**config.mk**
```make
export PLATFORM = sky130hd
export DESIGN_NAME = i2cm_collision_brg
export DESIGN_NICKNAME = d
export VERILOG_FILES = /design/src/rtl/i2cm_pkg.sv /design/src/rtl/i2cm_collision_brg.sv
export SDC_FILE = /design/constraint.sdc
export NUM_CORES = 1
export LEC_CHECK = 0
export ABC_CLOCK_PERIOD_IN_PS = 4400
export BUFFER_PORTS_ARGS = -buffer_cell sky130_fd_sc_hd__buf_4
export CAP_MARGIN = 20
export CORE_MARGIN = 2
export CORE_UTILIZATION = 45
export CTS_BUF_LIST = sky130_fd_sc_hd__clkbuf_16
export DETAILED_ROUTE_END_ITERATION = 8
export PLACE_DENSITY = 0.76
export SLEW_MARGIN = 10
export SYNTH_ARGS = -nofsm -noshare
export SYNTH_HDL_FRONTEND = slang
export SYNTH_SLANG_ARGS = --single-unit
```
**constraint.sdc**
```tcl
create_clock -name clk_sys -period 4.4 [get_ports clk_sys]
set_input_delay 1.32 -clock clk_sys [delete_from_list [all_inputs] [get_ports clk_sys]]
set_output_delay 1.32 -clock clk_sys [all_outputs]
set_load 0.1 [all_outputs]
```
**src/rtl/i2cm_pkg.sv**
```systemverilog
// Purpose: constants, states and carriers of the two-wire master collision/baud block
// Assumes: 32-bit AXI4-Lite register access, one 100 MHz clock
// Notes: register offsets are byte addresses, one aligned word each
// Contract
// RULE_01 - repeated start: data low when clock rises means collision
// RULE_02 - repeated start: clock falls before data driven low means collision
// RULE_03 - repeated start: release data, load counter, expiry releases clock, then sample data
// RULE_04 - data high: reload and go on; data falling meanwhile is no collision
// RULE_05 - clock falling before expiry with data not yet driven means collision
// RULE_06 - both high at expiry: drive data low, reload, next expiry drives clock low
// RULE_07 - stop: hold data low, then release clock, when clock high load and count
// RULE_08 - stop: after expiry sample data, low means collision
// RULE_09 - stop: clock low before data released means collision
// RULE_10 - counter reloads from software register, serves two-wire and SPI master modes
// RULE_11 - write to shift buffer starts the counter counting down
// RULE_12 - when operation ends counter stops and clock pin keeps its level
// RULE_13 - reload twice per bus period, bus clock is oscillator over four times reload+1
// RULE_14 - software must not use reload values zero, one or two for two-wire
// RULE_15 - any collision sets collision flag and returns port to idle
// RULE_16 - collision aborts running condition, releases lines, clears its request bit
// RULE_17 - eight-bit down counter on a divided tick, expiry at zero
package i2cm_pkg;
  localparam logic [4:0] OFS_RELOAD = 5'h00; // baud_reload_value
  localparam logic [4:0] OFS_BUFFER = 5'h04; // serial_shift_buffer
  localparam logic [4:0] OFS_CTRL_ONE = 5'h08; // serial_control_one
  localparam logic [4:0] OFS_CTRL_TWO = 5'h0c; // serial_control_two
  localparam logic [4:0] OFS_STATUS = 5'h10; // serial_status
  localparam logic [4:0] OFS_IRQ_FLAG = 5'h14; // peripheral_irq_flag_two, read clears
  localparam logic [4:0] OFS_IRQ_EN = 5'h18; // peripheral_irq_enable_two
  localparam int CTL1_EN_BIT = 5;
  localparam int CTL2_STOP_BIT = 2; // stop_request
  localparam int CTL2_RS_BIT = 1; // repeated_start_request
  localparam int STAT_STOP_BIT = 4;
  localparam int STAT_BUSY_BIT = 2;
  localparam int IRQ_COLL_BIT = 3; // bus_collision_flag
  localparam int IRQ_DONE_BIT = 0; // operation complete
  localparam logic [7:0] IRQ_IMPL_MASK = 8'h09;
  localparam logic [3:0] MODE_I2C_MASTER = 4'h8;
  localparam logic [3:0] MODE_SPI_MASTER = 4'ha;
  localparam logic [7:0] RELOAD_RESET = 8'h09;
  localparam int CLK_SYS_MHZ = 100;
  localparam int OSC_MHZ = 100; // bus clock formula uses the system clock as oscillator
  localparam int TICK_DIV = (CLK_SYS_MHZ * 2) / OSC_MHZ; // two clk_sys cycles per counter tick
  localparam logic [1:0] RESP_OKAY = 2'h0;
  localparam logic [1:0] RESP_SLVERR = 2'h2;

  typedef enum logic [8:0] {
    ST_IDLE = 9'h001,
    ST_RS_LOAD = 9'h002,
    ST_RS_SCLW = 9'h004,
    ST_RS_HOLD = 9'h008,
    ST_RS_LOW = 9'h010,
    ST_SP_LOW = 9'h020,
    ST_SP_SCLW = 9'h040,
    ST_SP_CNT = 9'h080,
    ST_SP_REL = 9'h100
  } i2cm_state_e;

  typedef struct packed {
    logic scl;
    logic sda;
  } i2cm_line_s;
endpackage

```
**src/rtl/i2cm_collision_brg.sv**
```systemverilog
// Purpose: repeated start and stop sequencing with collision checks, baud counter, registers
// Assumes: open-drain lines, oe high pulls the line low; AXI4-Lite master keeps the protocol
// Notes: flags are sticky, read of the flag register clears, a new set wins over that clear
//
// Decided for this implementation: register access over AXI4-Lite and the placing of the registers.
`timescale 1ns/1ps
module i2cm_collision_brg
  import i2cm_pkg::*;
(
  input wire logic clk_sys,
  input wire logic rst,
  input wire logic [4:0] s_axi_awaddr,
  input wire logic s_axi_awvalid,
  output logic s_axi_awready,
  input wire logic [31:0] s_axi_wdata,
  input wire logic [3:0] s_axi_wstrb,
  input wire logic s_axi_wvalid,
  output logic s_axi_wready,
  output logic [1:0] s_axi_bresp,
  output logic s_axi_bvalid,
  input wire logic s_axi_bready,
  input wire logic [4:0] s_axi_araddr,
  input wire logic s_axi_arvalid,
  output logic s_axi_arready,
  output logic [31:0] s_axi_rdata,
  output logic [1:0] s_axi_rresp,
  output logic s_axi_rvalid,
  input wire logic s_axi_rready,
  input wire logic scl_i,
  output logic scl_o,
  output logic scl_oe,
  input wire logic sda_i,
  output logic sda_oe,
  output logic sda_o,
  output logic irq
);
  i2cm_line_s meta_q, line_q; // line_q is the only stage that logic reads
  i2cm_line_s drv_q; // drive enables, high pulls the line low
  i2cm_state_e st_q, st_d;
  logic [7:0] reload_q, buffer_q, ctl1_q, ctl2_q, flag_q, mask_q;
  logic [7:0] brg_q;
  logic brg_run_q, div_q, stop_seen_q;
  logic tick, expire, brg_load, coll, done, buf_start;
  logic drv_scl_d, drv_sda_d, stop_ok;
  logic [4:0] awaddr_q;
  logic [31:0] wdata_q;
  logic [3:0] wstrb_q;
  logic aw_have_q, w_have_q, wr_fire, rd_fire;
  logic [7:0] rd_val;
  logic rd_hit;

  // two-stage synchroniser for the open-drain lines
  always_ff @(posedge clk_sys or posedge rst) begin
    if (rst) begin
      meta_q <= '{scl: 1'b1, sda: 1'b1};
      line_q <= '{scl: 1'b1, sda: 1'b1};
    end else begin
      meta_q <= '{scl: scl_i, sda: sda_i};
      line_q <= meta_q;
    end
  end

  // tick divider restarts on every load so each count has a fixed length
  always_ff @(posedge clk_sys or posedge rst) begin
    if (rst) begin
      div_q <= 1'b0;
    end else if (brg_load) begin
      div_q <= 1'b0;
    end else if (brg_run_q) begin
      div_q <= ~div_q;
    end
  end
  assign tick = brg_run_q && div_q; // one pulse per TICK_DIV cycles
  assign expire = tick && (brg_q == 8'h00); // RULE_17

  // baud counter: reload, count down, stop by itself at expiry unless reloaded
  always_ff @(posedge clk_sys or posedge rst) begin
    if (rst) begin
      brg_q <= 8'h00;
      brg_run_q <= 1'b0;
    end else if (brg_load) begin
      brg_q <= reload_q; // RULE_10
      brg_run_q <= 1'b1;
    end else if (coll || expire) begin
      brg_run_q <= 1'b0; // RULE_12
    end else if (tick) begin
      brg_q <= brg_q - 8'h01; // RULE_17
    end
  end

  // sequence decisions; expiries in ST_RS_HOLD and ST_SP_CNT reload at once, ST_RS_LOAD waits for the clock high
  always_comb begin
    st_d = st_q;
    brg_load = 1'b0;
    coll = 1'b0;
    done = 1'b0;
    drv_scl_d = drv_q.scl;
    drv_sda_d = drv_q.sda;
    case (st_q)
      ST_IDLE: begin
        if (ctl2_q[CTL2_RS_BIT]) begin
          drv_sda_d = 1'b0; // RULE_03
          brg_load = 1'b1; // RULE_03
          st_d = ST_RS_LOAD;
        end else if (ctl2_q[CTL2_STOP_BIT]) begin
          drv_sda_d = 1'b1; // RULE_07
          st_d = ST_SP_LOW;
        end else if (buf_start) begin
          brg_load = 1'b1; // RULE_11
        end
      end
      ST_RS_LOAD: begin
        if (expire) begin
          drv_scl_d = 1'b0; // RULE_03
          st_d = ST_RS_SCLW;
        end
      end
      ST_RS_SCLW: begin
        if (line_q.scl) begin
          if (!line_q.sda) begin
            coll = 1'b1; // RULE_01
          end else begin
            brg_load = 1'b1; // RULE_04
            st_d = ST_RS_HOLD;
          end
        end
      end
      ST_RS_HOLD: begin
        // data falling here is another master's start, not a collision
        if (!line_q.scl) begin
          coll = 1'b1; // RULE_02 RULE_05
        end else if (expire) begin
          drv_sda_d = 1'b1; // RULE_06
          brg_load = 1'b1; // RULE_06
          st_d = ST_RS_LOW;
        end
      end
      ST_RS_LOW: begin
        if (expire) begin
          drv_scl_d = 1'b1; // RULE_06
          done = 1'b1;
          st_d = ST_IDLE;
        end
      end
      ST_SP_LOW: begin
        if (!line_q.sda) begin
          drv_scl_d = 1'b0; // RULE_07
          st_d = ST_SP_SCLW;
        end
      end
      ST_SP_SCLW: begin
        if (line_q.scl) begin
          brg_load = 1'b1; // RULE_07
          st_d = ST_SP_CNT;
        end
      end
      ST_SP_CNT: begin
        if (!line_q.scl) begin
          coll = 1'b1; // RULE_09
        end else if (expire) begin
          drv_sda_d = 1'b0;
          brg_load = 1'b1;
          st_d = ST_SP_REL;
        end
      end
      ST_SP_REL: begin
        if (expire) begin
          if (!line_q.sda) begin
            coll = 1'b1; // RULE_08
          end else begin
            done = 1'b1;
            st_d = ST_IDLE;
          end
        end
      end
      default: begin
        st_d = ST_IDLE;
      end
    endcase
    if (coll) begin
      st_d = ST_IDLE; // RULE_15
      brg_load = 1'b0;
      drv_scl_d = 1'b0; // RULE_16
      drv_sda_d = 1'b0; // RULE_16
    end
  end
  assign stop_ok = (st_q == ST_SP_REL) && done;

  // sequencer state, line drivers and stop detection
  always_ff @(posedge clk_sys or posedge rst) begin
    if (rst) begin
      st_q <= ST_IDLE;
      drv_q <= '{scl: 1'b0, sda: 1'b0};
      stop_seen_q <= 1'b0;
    end else begin
      st_q <= st_d;
      drv_q <= '{scl: drv_scl_d, sda: drv_sda_d};
      if (stop_ok) begin
        stop_seen_q <= 1'b1;
      end else if (st_q != ST_IDLE || !ctl1_q[CTL1_EN_BIT]) begin
        stop_seen_q <= 1'b0;
      end
    end
  end

  // open-drain pins only ever pull low; oe follows the drive flops
  always_ff @(posedge clk_sys or posedge rst) begin
    if (rst) begin
      scl_o <= 1'b0;
      sda_o <= 1'b0;
      scl_oe <= 1'b0;
      sda_oe <= 1'b0;
    end else begin
      scl_o <= 1'b0;
      sda_o <= 1'b0;
      scl_oe <= drv_scl_d;
      sda_oe <= drv_sda_d;
    end
  end

  // write path: address and data taken in either order, one write at a time
  assign wr_fire = aw_have_q && w_have_q && !s_axi_bvalid;
  always_ff @(posedge clk_sys or posedge rst) begin
    if (rst) begin
      aw_have_q <= 1'b0;
      w_have_q <= 1'b0;
      awaddr_q <= 5'h00;
      wdata_q <= 32'h0000_0000;
      wstrb_q <= 4'h0;
      s_axi_awready <= 1'b1;
      s_axi_wready <= 1'b1;
      s_axi_bvalid <= 1'b0;
      s_axi_bresp <= RESP_OKAY;
    end else begin
      if (s_axi_awvalid && s_axi_awready) begin
        aw_have_q <= 1'b1;
        awaddr_q <= s_axi_awaddr;
        s_axi_awready <= 1'b0;
      end
      if (s_axi_wvalid && s_axi_wready) begin
        w_have_q <= 1'b1;
        wdata_q <= s_axi_wdata;
        wstrb_q <= s_axi_wstrb;
        s_axi_wready <= 1'b0;
      end
      if (wr_fire) begin
        aw_have_q <= 1'b0;
        w_have_q <= 1'b0;
        s_axi_awready <= 1'b1;
        s_axi_wready <= 1'b1;
        s_axi_bvalid <= 1'b1;
        s_axi_bresp <= (awaddr_q[1:0] == 2'h0 && awaddr_q <= OFS_IRQ_EN) ? RESP_OKAY
                                                                           : RESP_SLVERR;
      end else if (s_axi_bvalid && s_axi_bready) begin
        s_axi_bvalid <= 1'b0;
      end
    end
  end

  // buffer writes start the counter only while idle and enabled in a master mode
  assign buf_start = wr_fire && wstrb_q[0] && awaddr_q == OFS_BUFFER && st_q == ST_IDLE
                     && ctl1_q[CTL1_EN_BIT]
                     && (ctl1_q[3:0] == MODE_I2C_MASTER || ctl1_q[3:0] == MODE_SPI_MASTER);

  // software registers
  always_ff @(posedge clk_sys or posedge rst) begin
    if (rst) begin
      reload_q <= RELOAD_RESET;
      buffer_q <= 8'h00;
      ctl1_q <= 8'h00;
      mask_q <= 8'h00;
    end else if (wr_fire && wstrb_q[0]) begin
      case (awaddr_q)
        OFS_RELOAD: reload_q <= wdata_q[7:0]; // RULE_10
        OFS_BUFFER: buffer_q <= wdata_q[7:0];
        OFS_CTRL_ONE: ctl1_q <= wdata_q[7:0];
        OFS_IRQ_EN: mask_q <= wdata_q[7:0] & IRQ_IMPL_MASK;
        default: begin
        end
      endcase
    end
  end

  // request bits: software sets them while idle in two-wire master mode, hardware clears
  always_ff @(posedge clk_sys or posedge rst) begin
    if (rst) begin
      ctl2_q <= 8'h00;
    end else if (coll || done) begin
      ctl2_q[CTL2_RS_BIT] <= 1'b0; // RULE_16
      ctl2_q[CTL2_STOP_BIT] <= 1'b0; // RULE_16
    end else if (wr_fire && wstrb_q[0] && awaddr_q == OFS_CTRL_TWO && st_q == ST_IDLE
                 && ctl1_q[CTL1_EN_BIT] && ctl1_q[3:0] == MODE_I2C_MASTER) begin
      ctl2_q <= wdata_q[7:0] & 8'h06; // start, ack, receive live elsewhere
    end
  end

  // read path: data captured at the address handshake, one read at a time
  always_comb begin
    rd_hit = 1'b1;
    case (s_axi_araddr)
      OFS_RELOAD: rd_val = reload_q;
      OFS_BUFFER: rd_val = buffer_q;
      OFS_CTRL_ONE: rd_val = ctl1_q;
      OFS_CTRL_TWO: rd_val = ctl2_q;
      OFS_STATUS: rd_val = {3'h0, stop_seen_q, 1'b0, st_q != ST_IDLE, 2'h0};
      OFS_IRQ_FLAG: rd_val = flag_q;
      OFS_IRQ_EN: rd_val = mask_q;
      default: begin
        rd_val = 8'h00;
        rd_hit = 1'b0;
      end
    endcase
  end
  assign rd_fire = s_axi_arvalid && s_axi_arready;
  always_ff @(posedge clk_sys or posedge rst) begin
    if (rst) begin
      s_axi_arready <= 1'b1;
      s_axi_rvalid <= 1'b0;
      s_axi_rdata <= 32'h0000_0000;
      s_axi_rresp <= RESP_OKAY;
    end else if (rd_fire) begin
      s_axi_arready <= 1'b0;
      s_axi_rvalid <= 1'b1;
      s_axi_rdata <= {24'h00_0000, rd_val};
      s_axi_rresp <= rd_hit ? RESP_OKAY : RESP_SLVERR;
    end else if (s_axi_rvalid && s_axi_rready) begin
      s_axi_rvalid <= 1'b0;
      s_axi_arready <= 1'b1;
    end
  end

  // sticky flags: read clears, a same-cycle event wins over the clear
  always_ff @(posedge clk_sys or posedge rst) begin
    if (rst) begin
      flag_q <= 8'h00;
    end else begin
      if (rd_fire && s_axi_araddr == OFS_IRQ_FLAG) begin
        flag_q <= 8'h00;
      end
      if (coll) begin
        flag_q[IRQ_COLL_BIT] <= 1'b1; // RULE_15
      end
      if (done) begin
        flag_q[IRQ_DONE_BIT] <= 1'b1;
      end
    end
  end

  // interrupt level from the registered flags under mask
  always_ff @(posedge clk_sys or posedge rst) begin
    if (rst) begin
      irq <= 1'b0;
    end else begin
      irq <= |(flag_q & mask_q);
    end
  end
endmodule

```
[Word level (Yosys, flattened, before mapping)]
Index checks and enable logic that the tools add are counted.
Word-level totals
  register bits: 90
  latch bits: 0
  RAM bits: 0
  bits in read-only memories: 0
  input bits: 55
  word-level logic and storage cells: 203
  memories kept: 0
Operators by class
  $add $sub $neg: 1
  multiply operators: 0
  divide/modulo/power cells: 0
  $lt $le $gt $ge: 1
  eq/ne operators: 36
  shifts and indexed selects: 0
  mux-type cells: 76
  bitwise operators: 2
  reductions and logical operators: 55
Operators with widths (count)
  $mux 9: 15
  $pmux 9 s9: 1
  $pmux 8 s7: 1
  $mux 1: 46
  $ne 3x3->1 const B: 12
  $mux 8: 3
  $reduce_bool 2->1: 11
  $logic_and 1x1->1: 21
  $eq 5x4->1 const B: 4
  $eq 5x5->1 const B: 4
  $reduce_and 13->1: 1
  $eq 5x3->1 const B: 2
  $logic_not 5->1: 2
  $reduce_and 2->1: 5
  $eq 9x1->1 const B: 1
  $eq 9x2->1 const B: 1
  $eq 9x3->1 const B: 1
  $eq 9x4->1 const B: 1
  $eq 9x5->1 const B: 1
  $eq 9x6->1 const B: 1
  $eq 9x7->1 const B: 1
  $eq 9x8->1 const B: 1
  $eq 9x9->1 const B: 1
  $ne 9x1->1 const B: 1
  other kinds (23): 33

[Logic depth before layout (Yosys ltp)]
Gate-level depths: netlist (run 1).
  depth in word-level cells: 14
  gate-level depth with buffers: 9
  depth with buffers taken out: 8

[Worst setup path before layout (run 1)]
No wires, ideal clock.
  kind: register to register
  start point: reg s_axi_bvalid
  end point: reg buffer_q[0]
  setup time: 0.125 ns
  arrival time: 2.421 ns
  required time: 4.275 ns
  setup slack: 1.854 ns
  cell stages (with the launch flop): 7
  period minus slack after synthesis: 2.546 ns
  cells stage by stage: dfrtp_1 > and3b_1 > clkbuf_1 > nand2_1 > or2_2 > nor3b_2 > mux2_2
Between the ends
  word-level cells in the longest chain between the ends: 4
RTL lines
  start: declaration: RTL line i2cm_collision_brg.sv:20  | output logic s_axi_bvalid,
  start signal: assignment: RTL line i2cm_collision_brg.sv:232  | s_axi_bvalid <= 1'b0;
  start signal: assignment: RTL line i2cm_collision_brg.sv:251  | s_axi_bvalid <= 1'b1;
  start signal: assignment: RTL line i2cm_collision_brg.sv:255  | s_axi_bvalid <= 1'b0;
  $logic_not 1->1: RTL line i2cm_collision_brg.sv:222  | assign wr_fire = aw_have_q && w_have_q && !s_axi_bvalid;
  $logic_and 1x1->1: RTL line i2cm_collision_brg.sv:222
  $logic_and 1x1->1: RTL line i2cm_collision_brg.sv:272  | end else if (wr_fire && wstrb_q[0]) begin
  $reduce_and 2->1 (no source line)
  end signal: assignment: RTL line i2cm_collision_brg.sv:275  | OFS_BUFFER: buffer_q <= wdata_q[7:0];
  end: declaration: RTL line i2cm_collision_brg.sv:40  | logic [7:0] reload_q, buffer_q, ctl1_q, ctl2_q, flag_q, mask_q;
No other way between the ends.
A chain may end at the register's enable or synchronous reset.

[Worst setup path in the final report (run 1)]
  start point: reg st_q[1]
  end point: reg st_q[6]
Between the ends
  word-level cells in the longest chain between the ends: 5
RTL lines
  start: declaration: RTL line i2cm_collision_brg.sv:39  | i2cm_state_e st_q, st_d;
  start signal: assignment: RTL line i2cm_collision_brg.sv:196  | st_q <= st_d;
  $eq 9x8->1 / $eq 9x4->1 (equally long branches): RTL line i2cm_collision_brg.sv:99  | case (st_q)
  $reduce_or 2->1 (no source line)
  $pmux 1 s3: RTL line i2cm_collision_brg.sv:99
  $ne 4x4->1 (no source line) / $ne 3x3->1 (equally long branches)
  $reduce_and 13->1 (no source line)
Several ways; a longest one is shown, not always the timed one.

==> qor.txt, run 1 <==
Critical Path Source Type -> flip-flop
max_cap viols -> 0
Worst EP required -> 4.62 ns
clk slew on worst S/H paths -> 0.07 ns
R2R Setup Slk -> 1.72 ns
CP max stage cell -> or4b_2
routed wire length -> 10,000 um
Final Critical Period -> 2.68 ns
antenna cells -> 0
Max VDD drop -> 0.462 mV
CTS root buf -> clkbuf_16
core area -> 0.00982 mm2
later-pin clock latency in the skew report -> 0.34 ns
GRT Overall Usage -> 18.9%
adder-cell share of the synthesized area -> 0.546%
Inserted Clock Buffers -> 9
Vias/cell -> 5.65
main combinational cell family by area after synthesis -> simple AND/OR/NAND/NOR gates
vias in the first global route -> 3,378
Max Clk Rate -> 374 MHz
# rows -> 36
drt pass-1 iters -> 6
hold_sp -> meta_q[1]
layout cells sized above 1 -> 29.3%
count of input and output buffers -> 45
initial DRC count -> 222
CP Buf/Inv Count -> 0
min-delay worst type -> reg -> reg
Synth Area in Compound Gates -> 9.86%
first-pass GRT wire length -> 16,600 um
H-tree Lvls -> 3
unrepaired setup endpoints after global routing -> no
CTS tree -> done
CP max FO -> 12
post-route ant nets -> 0
drt wl/cell -> 16.6 um
largest net degree at the start of global routing -> 49
Chip Width -> 105 um
CTS resizes -> 0
worst path cell trace -> or4b_2 > nor4_1 > a21oi_1 > nor3_1 > nand2b_1 > o22ai_1
LEAKAGE -> 2.37 nW
final setup violation count -> 0
max-slew violations -> 0
synthesized cell area -> 0.00458 mm2
post-synthesis sequential area ratio -> 48.3%
crit path DAT -> 2.90 ns
main flop type after synthesis -> dfrtp_1
Slew Limit Headroom -> 39.3%
count of flip-flops with a built-in enable after synthesis -> 0
Hold Buf Count CTS -> 0
Synth-to-Final Area Change -> 13.2%
Hold Fails Final Rpt -> 0
ys async rst share -> 100%
worst setup path class -> reg -> reg
Num Clock Sinks -> 88
DP HPWL -> 7330 um
multiplexer area fraction after synthesis -> 14.2%
largest area contributor in the netlist -> dfrtp_1
r2r worst-path depth -> 6
Cell Pwr Density -> 605 mW/mm2
worst reg2reg path endpoint -> st_q[6]
Yosys reg bits -> 88
fraction of synthesized cell area in xor and xnor cells -> 2.10%
Syn Area/Cell -> 10.8 um2
post-route DRC violation count -> 0
Worst Hold End -> line_q[1]
total power -> 3.14 mW
post-CTS setup buffer count -> 0
Final period util -> 60.8%
nets@finish -> 523
Critical R2R Launch -> st_q[1]
Clock Skew -> 0.00786 ns
GRT overflow -> 0
hold depth -> 0
Synth warnings -> 0
Fin Setup TNS -> 0 ns
endpoint class of the critical path -> flip-flop
via count -> 3,414
Netlist cell types -> 62
Register Area -> 0.00221 mm2
# IOs -> 101
share of the synthesized area in the top cell type -> 42.6%
Max Root-Sink Buffers -> 2
area occupied by multi-input gates -> 0.00212 mm2
synth top area cells -> dfrtp_1 (43%), mux2_2 (12%), dfstp_2 (5.7%), buf_4 (4.6%), nand2_1 (2.8%)
initial antenna violation count -> 0
Chip Height -> 105 um
Initial Utilization -> 46.7%
Worst-Margin Slew -> 0.901 ns
# fillers -> 876
Synth Instances -> 425
outcome -> completed
crit-path leading delay family -> simple AND/OR/NAND/NOR gates
Post-Synth Simple-Gate Area -> 17.3%
Total Die Area -> 0.0110 mm2
Max stage delay on crit path -> 0.77 ns
GPL Wtd Cong -> 0.927
==> registers in the layout (all words and copies together) (netlist names), 2 cells and up <==
name,cells
mask_q,2
awaddr_q,5
line_q,2
st_q,9
reload_q,8
meta_q,2
flag_q,2
ctl2_q,2
wdata_q,8
ctl1_q,8
s_axi_rdata,8
brg_q,8
buffer_q,8
==> cell usage in the layout (no fill, tap or decap), types with 5 or more instances in the layout <==
| cell | count |
|---|---|
| dfrtp_1 | 78 |
| mux2_2 | 48 |
| buf_4 | 48 |
| nand2_1 | 34 |
| conb_1 | 28 |
| o21ai_0 | 25 |
| nor2_1 | 21 |
| nand3_1 | 16 |
| a21oi_1 | 11 |
| dfstp_2 | 10 |
| nor3_1 | 9 |
| nor4_1 | 9 |
| nand4_1 | 9 |
| inv_1 | 9 |
| clkbuf_16 | 9 |
| nor2b_1 | 8 |
| mux2i_1 | 8 |
| xnor2_1 | 7 |
| a222oi_1 | 5 |
==> how the worst max path moves through the flow <==
stage / start / end / slack (ns) / depth (start not counted)
after floorplan: rst / aw_have_q / 0.82 / 1
final: st_q[1] / st_q[6] / 1.72 / 6
after detailed placement: s_axi_araddr[1] / s_axi_rdata[2] / 1.56 / 5
after global routing: st_q[1] / st_q[1] / 1.58 / 6
after global placement: s_axi_araddr[1] / s_axi_rdata[2] / 1.64 / 5
after CTS: st_q[1] / st_q[6] / 1.79 / 6
==> stage by stage <==
step	setup WS (ns)	hold slack [ns]	util [%]	area, um2	std cells
5_1_grt	1.58	0.366	52.8	5190	604
4_1_cts	1.79	0.360	52.8	5190	604
3_5_place_dp	1.56	0.349	49.9	4900	588
2_1_floorplan	0.818	0.345	-	4680	452
6_report	1.72	0.358	52.8	5190	604
3_3_place_gp	1.64	0.347	49.9	4900	588
==> synthesized netlist by cell type, drive strengths merged, types with 8 or more instances <==
library cell and instances:
nor2b 8, nor4 11, o21ai 25, nand4 10
dfstp 10, nor3 10, clkbuf 9, nand2 34
mux2 50, mux2i 8, dfrtp 78, nor2 21
a21oi 11, buf 36, nand3 16, inv 10
==> power breakdown <==
part	leakage [nW]	switching, mW	total, mW	internal, mW
clock	0.141	0.351	0.747	0.396
combinational	1.10	0.676	1.08	0.405
sequential	1.13	0.239	1.31	1.07
total	2.37	1.27	3.14	1.87
==> cells by family after synthesis <==
| family | after synthesis |
|---|---|
| simple gates | 142 |
| flops | 88 |
| compound gates | 68 |
| mux | 58 |
| buf+inv | 55 |
| xor+xnor | 11 |
| fa+ha+maj | 2 |
| other cells | 1 |
==> cell type report <==
type / instances / share of cell area [%]
clock inverters: 7 / 1.18
repair buffers: 48 / 6.94
clock buffers: 9 / 4.34
inverters: 10 / 0.748
well taps: 133 / 3.21
flip-flops and latches: 88 / 42.7
multi-input cells: 309 / 40.9
==> layer usage <==
layer / track usage (%) / wire [um] / vias up
met5: 0 / 0 / -
met4: 6.67 / 208 / 0
met3: 4.62 / 594 / 20
met2: 30.6 / 4850 / 138
met1: 24.8 / 4390 / 1678
li1: - / - / 1578
Note: power is estimated with default switching activity, not from simulation.
==> run 2: changes to the inputs <==
--- a/config.mk
+++ b/config.mk
@@ -5,14 +5,15 @@
 export SDC_FILE = /design/constraint.sdc
 export NUM_CORES = 1
 export LEC_CHECK = 0
-export ABC_CLOCK_PERIOD_IN_PS = 4400
+export ABC_AREA = 1
+export ABC_CLOCK_PERIOD_IN_PS = 2410
 export BUFFER_PORTS_ARGS = -buffer_cell sky130_fd_sc_hd__buf_4
 export CAP_MARGIN = 20
 export CORE_MARGIN = 2
 export CORE_UTILIZATION = 45
 export CTS_BUF_LIST = sky130_fd_sc_hd__clkbuf_16
 export DETAILED_ROUTE_END_ITERATION = 8
-export PLACE_DENSITY = 0.76
+export PLACE_DENSITY = 0.79
 export SLEW_MARGIN = 10
 export SYNTH_ARGS = -nofsm -noshare
 export SYNTH_HDL_FRONTEND = slang
==> constraint.sdc (replaced) <==
create_clock -name clk_sys -period 2.41 [get_ports clk_sys]
set_input_delay 0.723 -clock clk_sys [delete_from_list [all_inputs] [get_ports clk_sys]]
set_output_delay 0.723 -clock clk_sys [all_outputs]
set_load 0.1 [all_outputs]
==> run 2 against run 1 <==
  * Final cell count is 30% higher
  * Sequential cell count stayed put
  * Synthesized cell count increased by 39%
  * Via count increased by 16%
  * Die area up 2.5%
  * Synthesized area grew 2.6%
  * Register-to-register slack got worse by 1.5 ns
  * Clock skew is essentially flat
  * Critical path depth up 7
==> qor.txt, run 2 <==
Num Clock Sinks -> 88
drt wl/cell -> 13.2 um
Clock Skew -> 0.00792 ns
min-delay worst type -> reg -> reg
Syn Area/Cell -> 7.99 um2
Cell Pwr Density -> 1140 mW/mm2
Max Clk Rate -> 458 MHz
R2R Setup Slk -> 0.23 ns
Final Non-Filler Cells -> 783
CP Buf/Inv Count -> 2
H-tree Lvls -> 3
GRT Overall Usage -> 19.6%
# rows -> 37
worst path cell trace -> inv_1 > ha_1 > nand3_1 > nor2_1 > nand2_2 > nand2_2 > nand3_4 > nand2_4 > inv_2 > nand2_8 > nand2_2 > nor2_1 > nor2_2
antenna cells -> 0
# IOs -> 101
Post-synth top cells -> nand2_1 (155), dfrtp_1 (78), inv_1 (73), o21ai_0 (55), nand3_1 (46)
final setup violation count -> 0
Final period util -> 90.6%
outcome -> completed
Critical Path Source Type -> flip-flop
endpoint class of the critical path -> flip-flop
CTS root buf -> clkbuf_16
synth top area cells -> dfrtp_1 (42%), nand2_1 (12%), o21ai_0 (5.9%), inv_1 (5.8%), dfstp_2 (5.6%)
Critical R2R Launch -> brg_q[0]
count of flip-flops with a built-in enable after synthesis -> 0
Inserted Clock Buffers -> 9
nets@finish -> 699
CTS tree -> done
max_cap viols -> 0
Biggest register -> st_q
Initial Utilization -> 46.0%
Worst Hold End -> line_q[0]
first-pass GRT wire length -> 17,800 um
unrepaired setup endpoints after global routing -> no
largest area contributor in the netlist -> dfrtp_1
r2r worst-path depth -> 13
Chip Width -> 106 um
Chip Height -> 106 um
Max VDD drop -> 1.06 mV
DP HPWL -> 7540 um
worst reg2reg path endpoint -> brg_q[1]
Slew Limit Headroom -> 62.3%
Worst Slack Setup Final -> 0.227 ns
Max stage delay on crit path -> 0.40 ns
largest net degree at the start of global routing -> 89
via count -> 3,975
core area -> 0.0102 mm2
CP max stage cell -> dfrtp_1
Synth-to-Final Area Change -> 14.7%
Vias/cell -> 5.08
drt pass-1 iters -> 5
main flop type after synthesis -> dfrtp_1
layout cells sized above 1 -> 18.4%
count of input and output buffers -> 45
share of the synthesized area in the top cell type -> 41.5%
Final Critical Period -> 2.18 ns
LEAKAGE -> 2.77 nW
routed wire length -> 10,300 um
Worst-Margin Slew -> 0.560 ns
hold depth -> 0
vias in the first global route -> 3,898
Yosys reg bits -> 88
commonest non-fill, non-tap cell in the layout -> nand2_1
synthesized cell area -> 0.00470 mm2
post-route DRC violation count -> 0
ys async rst share -> 100%
GRT overflow -> 0
Hold Fails Final Rpt -> 0
Fin Setup TNS -> 0 ns
crit path DAT -> 2.42 ns
hold_sp -> meta_q[0]
post-synthesis sequential area ratio -> 47.1%
Post-Place Cells -> 767
CP max FO -> 17
Util after Layout -> 52.7%
later-pin clock latency in the skew report -> 0.34 ns
Netlist cell types -> 39
Total Die Area -> 0.0113 mm2
clk slew on worst S/H paths -> 0.07 ns
Synth Instances -> 589
initial antenna violation count -> 0
crit-path leading delay family -> simple AND/OR/NAND/NOR gates
worst setup path class -> reg -> reg
GPL Wtd Cong -> 0.906
cell with the most instances after synthesis -> nand2_1
Synth warnings -> 0
Max Root-Sink Buffers -> 2
total power -> 6.13 mW
max-slew violations -> 0
Most common cell on crit path -> nand2_2
Worst EP required -> 2.65 ns
Crit path depth -> 13
initial DRC count -> 241
max reg flops -> 9
post-route ant nets -> 0
post-CTS setup buffer count -> 0
dpl ws -> 0.230 ns
most frequent cells in the layout -> nand2_1 (155), dfrtp_1 (78), inv_1 (72)
run 2: cell types whose count changed in the layout (fill, tap and decap cells not counted), sizes merged, moves of 30 or more:
cell / before / now
nor2: 21 / 51
o21ai: 25 / 56
mux2: 50 / 0
inv: 14 / 78
nand3: 16 / 53
nand2: 34 / 170
run 2: area by class of cell:
class / instances / area (um2)
fillers: 938 / 4840
clock inverters: 7 / 45.0
clock buffers: 9 / 225
inverters: 78 / 297
flip-flops and latches: 88 / 2210
repair buffers: 50 / 388
multi-input cells: 415 / 2050
well taps: 136 / 170
run 2: power by group:
part           leakage [nW]  internal (mW)  total, mW  switching [mW]
logic                  1.52          0.663       2.46            1.79
clock network         0.137          0.698       1.27           0.577
registers              1.12           2.02       2.40           0.383
run 2: cells by family (layout without fill, tap and decap cells):
kind of cell,after synthesis,after routing,share of synthesized area [%]
buf+inv,113,144,11.6
compound gates,82,82,9.58
flops,88,88,47.1
simple gates,297,297,30.0
xor+xnor,6,6,1.12
other cells,1,28,0.0797
fa+ha+maj,2,2,0.532
run 2: routing by layer:
metal | share of wire (%) | global-route usage (%) | vias up
met3 | 6.1 | 4.05 | 29
met5 | 0 | 0 | -
li1 | - | - | 1934
met2 | 50 | 33.4 | 151
met4 | 2.6 | 8.36 | 0
met1 | 41 | 24.0 | 1861
run 2: through the flow:
stage	hold slack (ns)	cell area, um2
6_report	0.359	5390
4_1_cts	0.360	5380
3_5_place_dp	0.348	5110
2_1_floorplan	0.345	4810
5_1_grt	0.366	5390
3_3_place_gp	0.347	5110
run 2: worst max path at each step:
stage | start | endpoint | slack (ns)
2_1_floorplan | s_axi_bvalid | brg_q[1] | 0.17
3_3_place_gp | brg_q[0] | brg_q[1] | 0.27
3_5_place_dp | brg_q[0] | brg_q[1] | 0.23
4_1_cts | brg_q[0] | brg_q[1] | 0.20
5_1_grt | brg_q[0] | brg_q[1] | 0.03
6_report | brg_q[0] | brg_q[1] | 0.23
run 2: repair_timing:
item,in CTS,in global routing
gates resized for setup,0,1
hold buffers,0,0
setup endpoints to repair,0,3
==> run 3: changes to the inputs <==
--- a/config.mk
+++ b/config.mk
@@ -5,7 +5,6 @@
 export SDC_FILE = /design/constraint.sdc
 export NUM_CORES = 1
 export LEC_CHECK = 0
-export ABC_AREA = 1
 export ABC_CLOCK_PERIOD_IN_PS = 2410
 export BUFFER_PORTS_ARGS = -buffer_cell sky130_fd_sc_hd__buf_4
 export CAP_MARGIN = 20
==> run 3 against run 2 <==
  * Routed wire length rose by 3.5%
  * Cell area up 0.79%
  * Core utilization is 2.6 points higher
  * Die area shrank 2.5%
  * Setup slack worse by 0.11 ns
  * Clock skew is 0.00063 ns lower
  * Critical endpoint is now brg_q[4]
==> qor.txt, run 3 (synthesis gave the netlist of run 1 again) <==
drt pass-1 iters -> 5
nets@finish -> 554
CTS resizes -> 0
CP max FO -> 10
Final period util -> 95.2%
Slew Limit Headroom -> 61.9%
Inserted Clock Buffers -> 9
Area after DPL -> 0.00514 mm2
drt wl/cell -> 16.9 um
Num Clock Sinks -> 88
Worst-Margin Slew -> 0.570 ns
Chip Width -> 105 um
largest net degree at the start of global routing -> 33
Max VDD drop -> 0.960 mV
crit path DAT -> 2.52 ns
commonest non-fill, non-tap cell in the layout -> buf_4
min-delay worst type -> in -> async
max-slew violations -> 0
Fin Setup TNS -> 0 ns
DP HPWL -> 7950 um
hold slack -> 0.340 ns
Total Die Area -> 0.0110 mm2
GRT Overall Usage -> 20.3%
CTS root buf -> clkbuf_16
R2R Setup Slk -> 0.12 ns
Max Clk Rate -> 436 MHz
Final Critical Period -> 2.29 ns
routed wire length -> 10,700 um
Clock Skew -> 0.00729 ns
worst setup path class -> reg -> reg
initial DRC count -> 206
Finished Cell Area -> 0.00544 mm2
endpoint class of the critical path -> flip-flop
Critical Path Source Type -> flip-flop
# rows -> 36
Max Root-Sink Buffers -> 2
CTS tree -> done
count of input and output buffers -> 45
core area -> 0.00982 mm2
H-tree Lvls -> 3
Hold Buf Count CTS -> 0
via count -> 3,537
final setup violation count -> 0
Biggest register -> st_q
most frequent cells in the layout -> buf_4 (79), dfrtp_1 (77), mux2_2 (48)
layout cells sized above 1 -> 33.9%
antenna cells -> 0
Vias/cell -> 5.57
later-pin clock latency in the skew report -> 0.34 ns
max reg flops -> 9
initial antenna violation count -> 0
outcome -> completed
Initial Utilization -> 46.7%
vias in the first global route -> 3,474
LEAKAGE -> 2.53 nW
post-route DRC violation count -> 0
M1 GR Usage -> 24.9%
GRT overflow -> 0
unrepaired setup endpoints after global routing -> no
GPL Wtd Cong -> 0.910
max_cap viols -> 0
clk slew on worst S/H paths -> 0.06 ns
post-CTS setup buffer count -> 0
met2 GRT Util -> 34.4%
post-route ant nets -> 0
Chip Height -> 105 um
GRT busiest layer -> met2
Hold Fails Final Rpt -> 0
Synth-to-Final Area Change -> 18.6%
met3 Use GR -> 3.37%
Cell Pwr Density -> 1080 mW/mm2
Worst EP required -> 2.63 ns
first-pass GRT wire length -> 17,500 um
# IOs -> 101
-- run 3: metrics by stage --
step           cells  util, %  power (mW)  setup slack (ns)
2_1_floorplan    452        -        3.93            0.0238
6_report         635     55.4        5.87             0.116
3_5_place_dp     619     52.3        4.53            0.0961
4_1_cts          635     55.2        5.87            0.0694
3_3_place_gp     619     52.3        4.45            0.0593
5_1_grt          635     55.4        6.16            0.0176
-- run 3: cell type report --
cell class                 instances  area [um2]
sequential                        88        2220
fill                             850        4380
clock inverter                     7        56.3
multi-input combinational        309        2140
inverter                          10        41.3
timing repair buffer              79         593
tap                              133         166
clock buffer                       9         225
-- run 3: routing by layer --
| layer | routed length, um | vias up | part of all wire [%] |
|---|---|---|---|
| li1 | - | 1635 | - |
| met1 | 4430 | 1727 | 41 |
| met2 | 5410 | 149 | 50 |
| met3 | 550 | 26 | 5.1 |
| met4 | 317 | 0 | 3.0 |
| met5 | 0 | - | 0 |
-- run 3: worst paths after layout --
| path | from | to | cells past startpoint |
|---|---|---|---|
| max in group asynchronous | rst | reload_q[0] | 3 |
| max reg2reg | st_q[8] | brg_q[4] | 5 |
| max | st_q[8] | brg_q[4] | 5 |
| min reg2reg | meta_q[1] | line_q[1] | 0 |
| min in group clk_sys | meta_q[1] | line_q[1] | 0 |
| min | rst | awaddr_q[0] | 2 |
-- run 3: power breakdown --
part | internal (mW) | total, mW | switching [mW]
sequential | 1.95 | 2.37 | 0.415
clock | 0.786 | 1.33 | 0.543
combinational | 0.869 | 2.17 | 1.30
-- run 3: worst max-delay path, cell delays in order (launching register included) --
cell,delay [ns]
dfrtp_1,0.37
or4_4,0.61
or3_4,0.45
o211ai_2,0.16
a22o_4,0.24
mux2_2,0.35
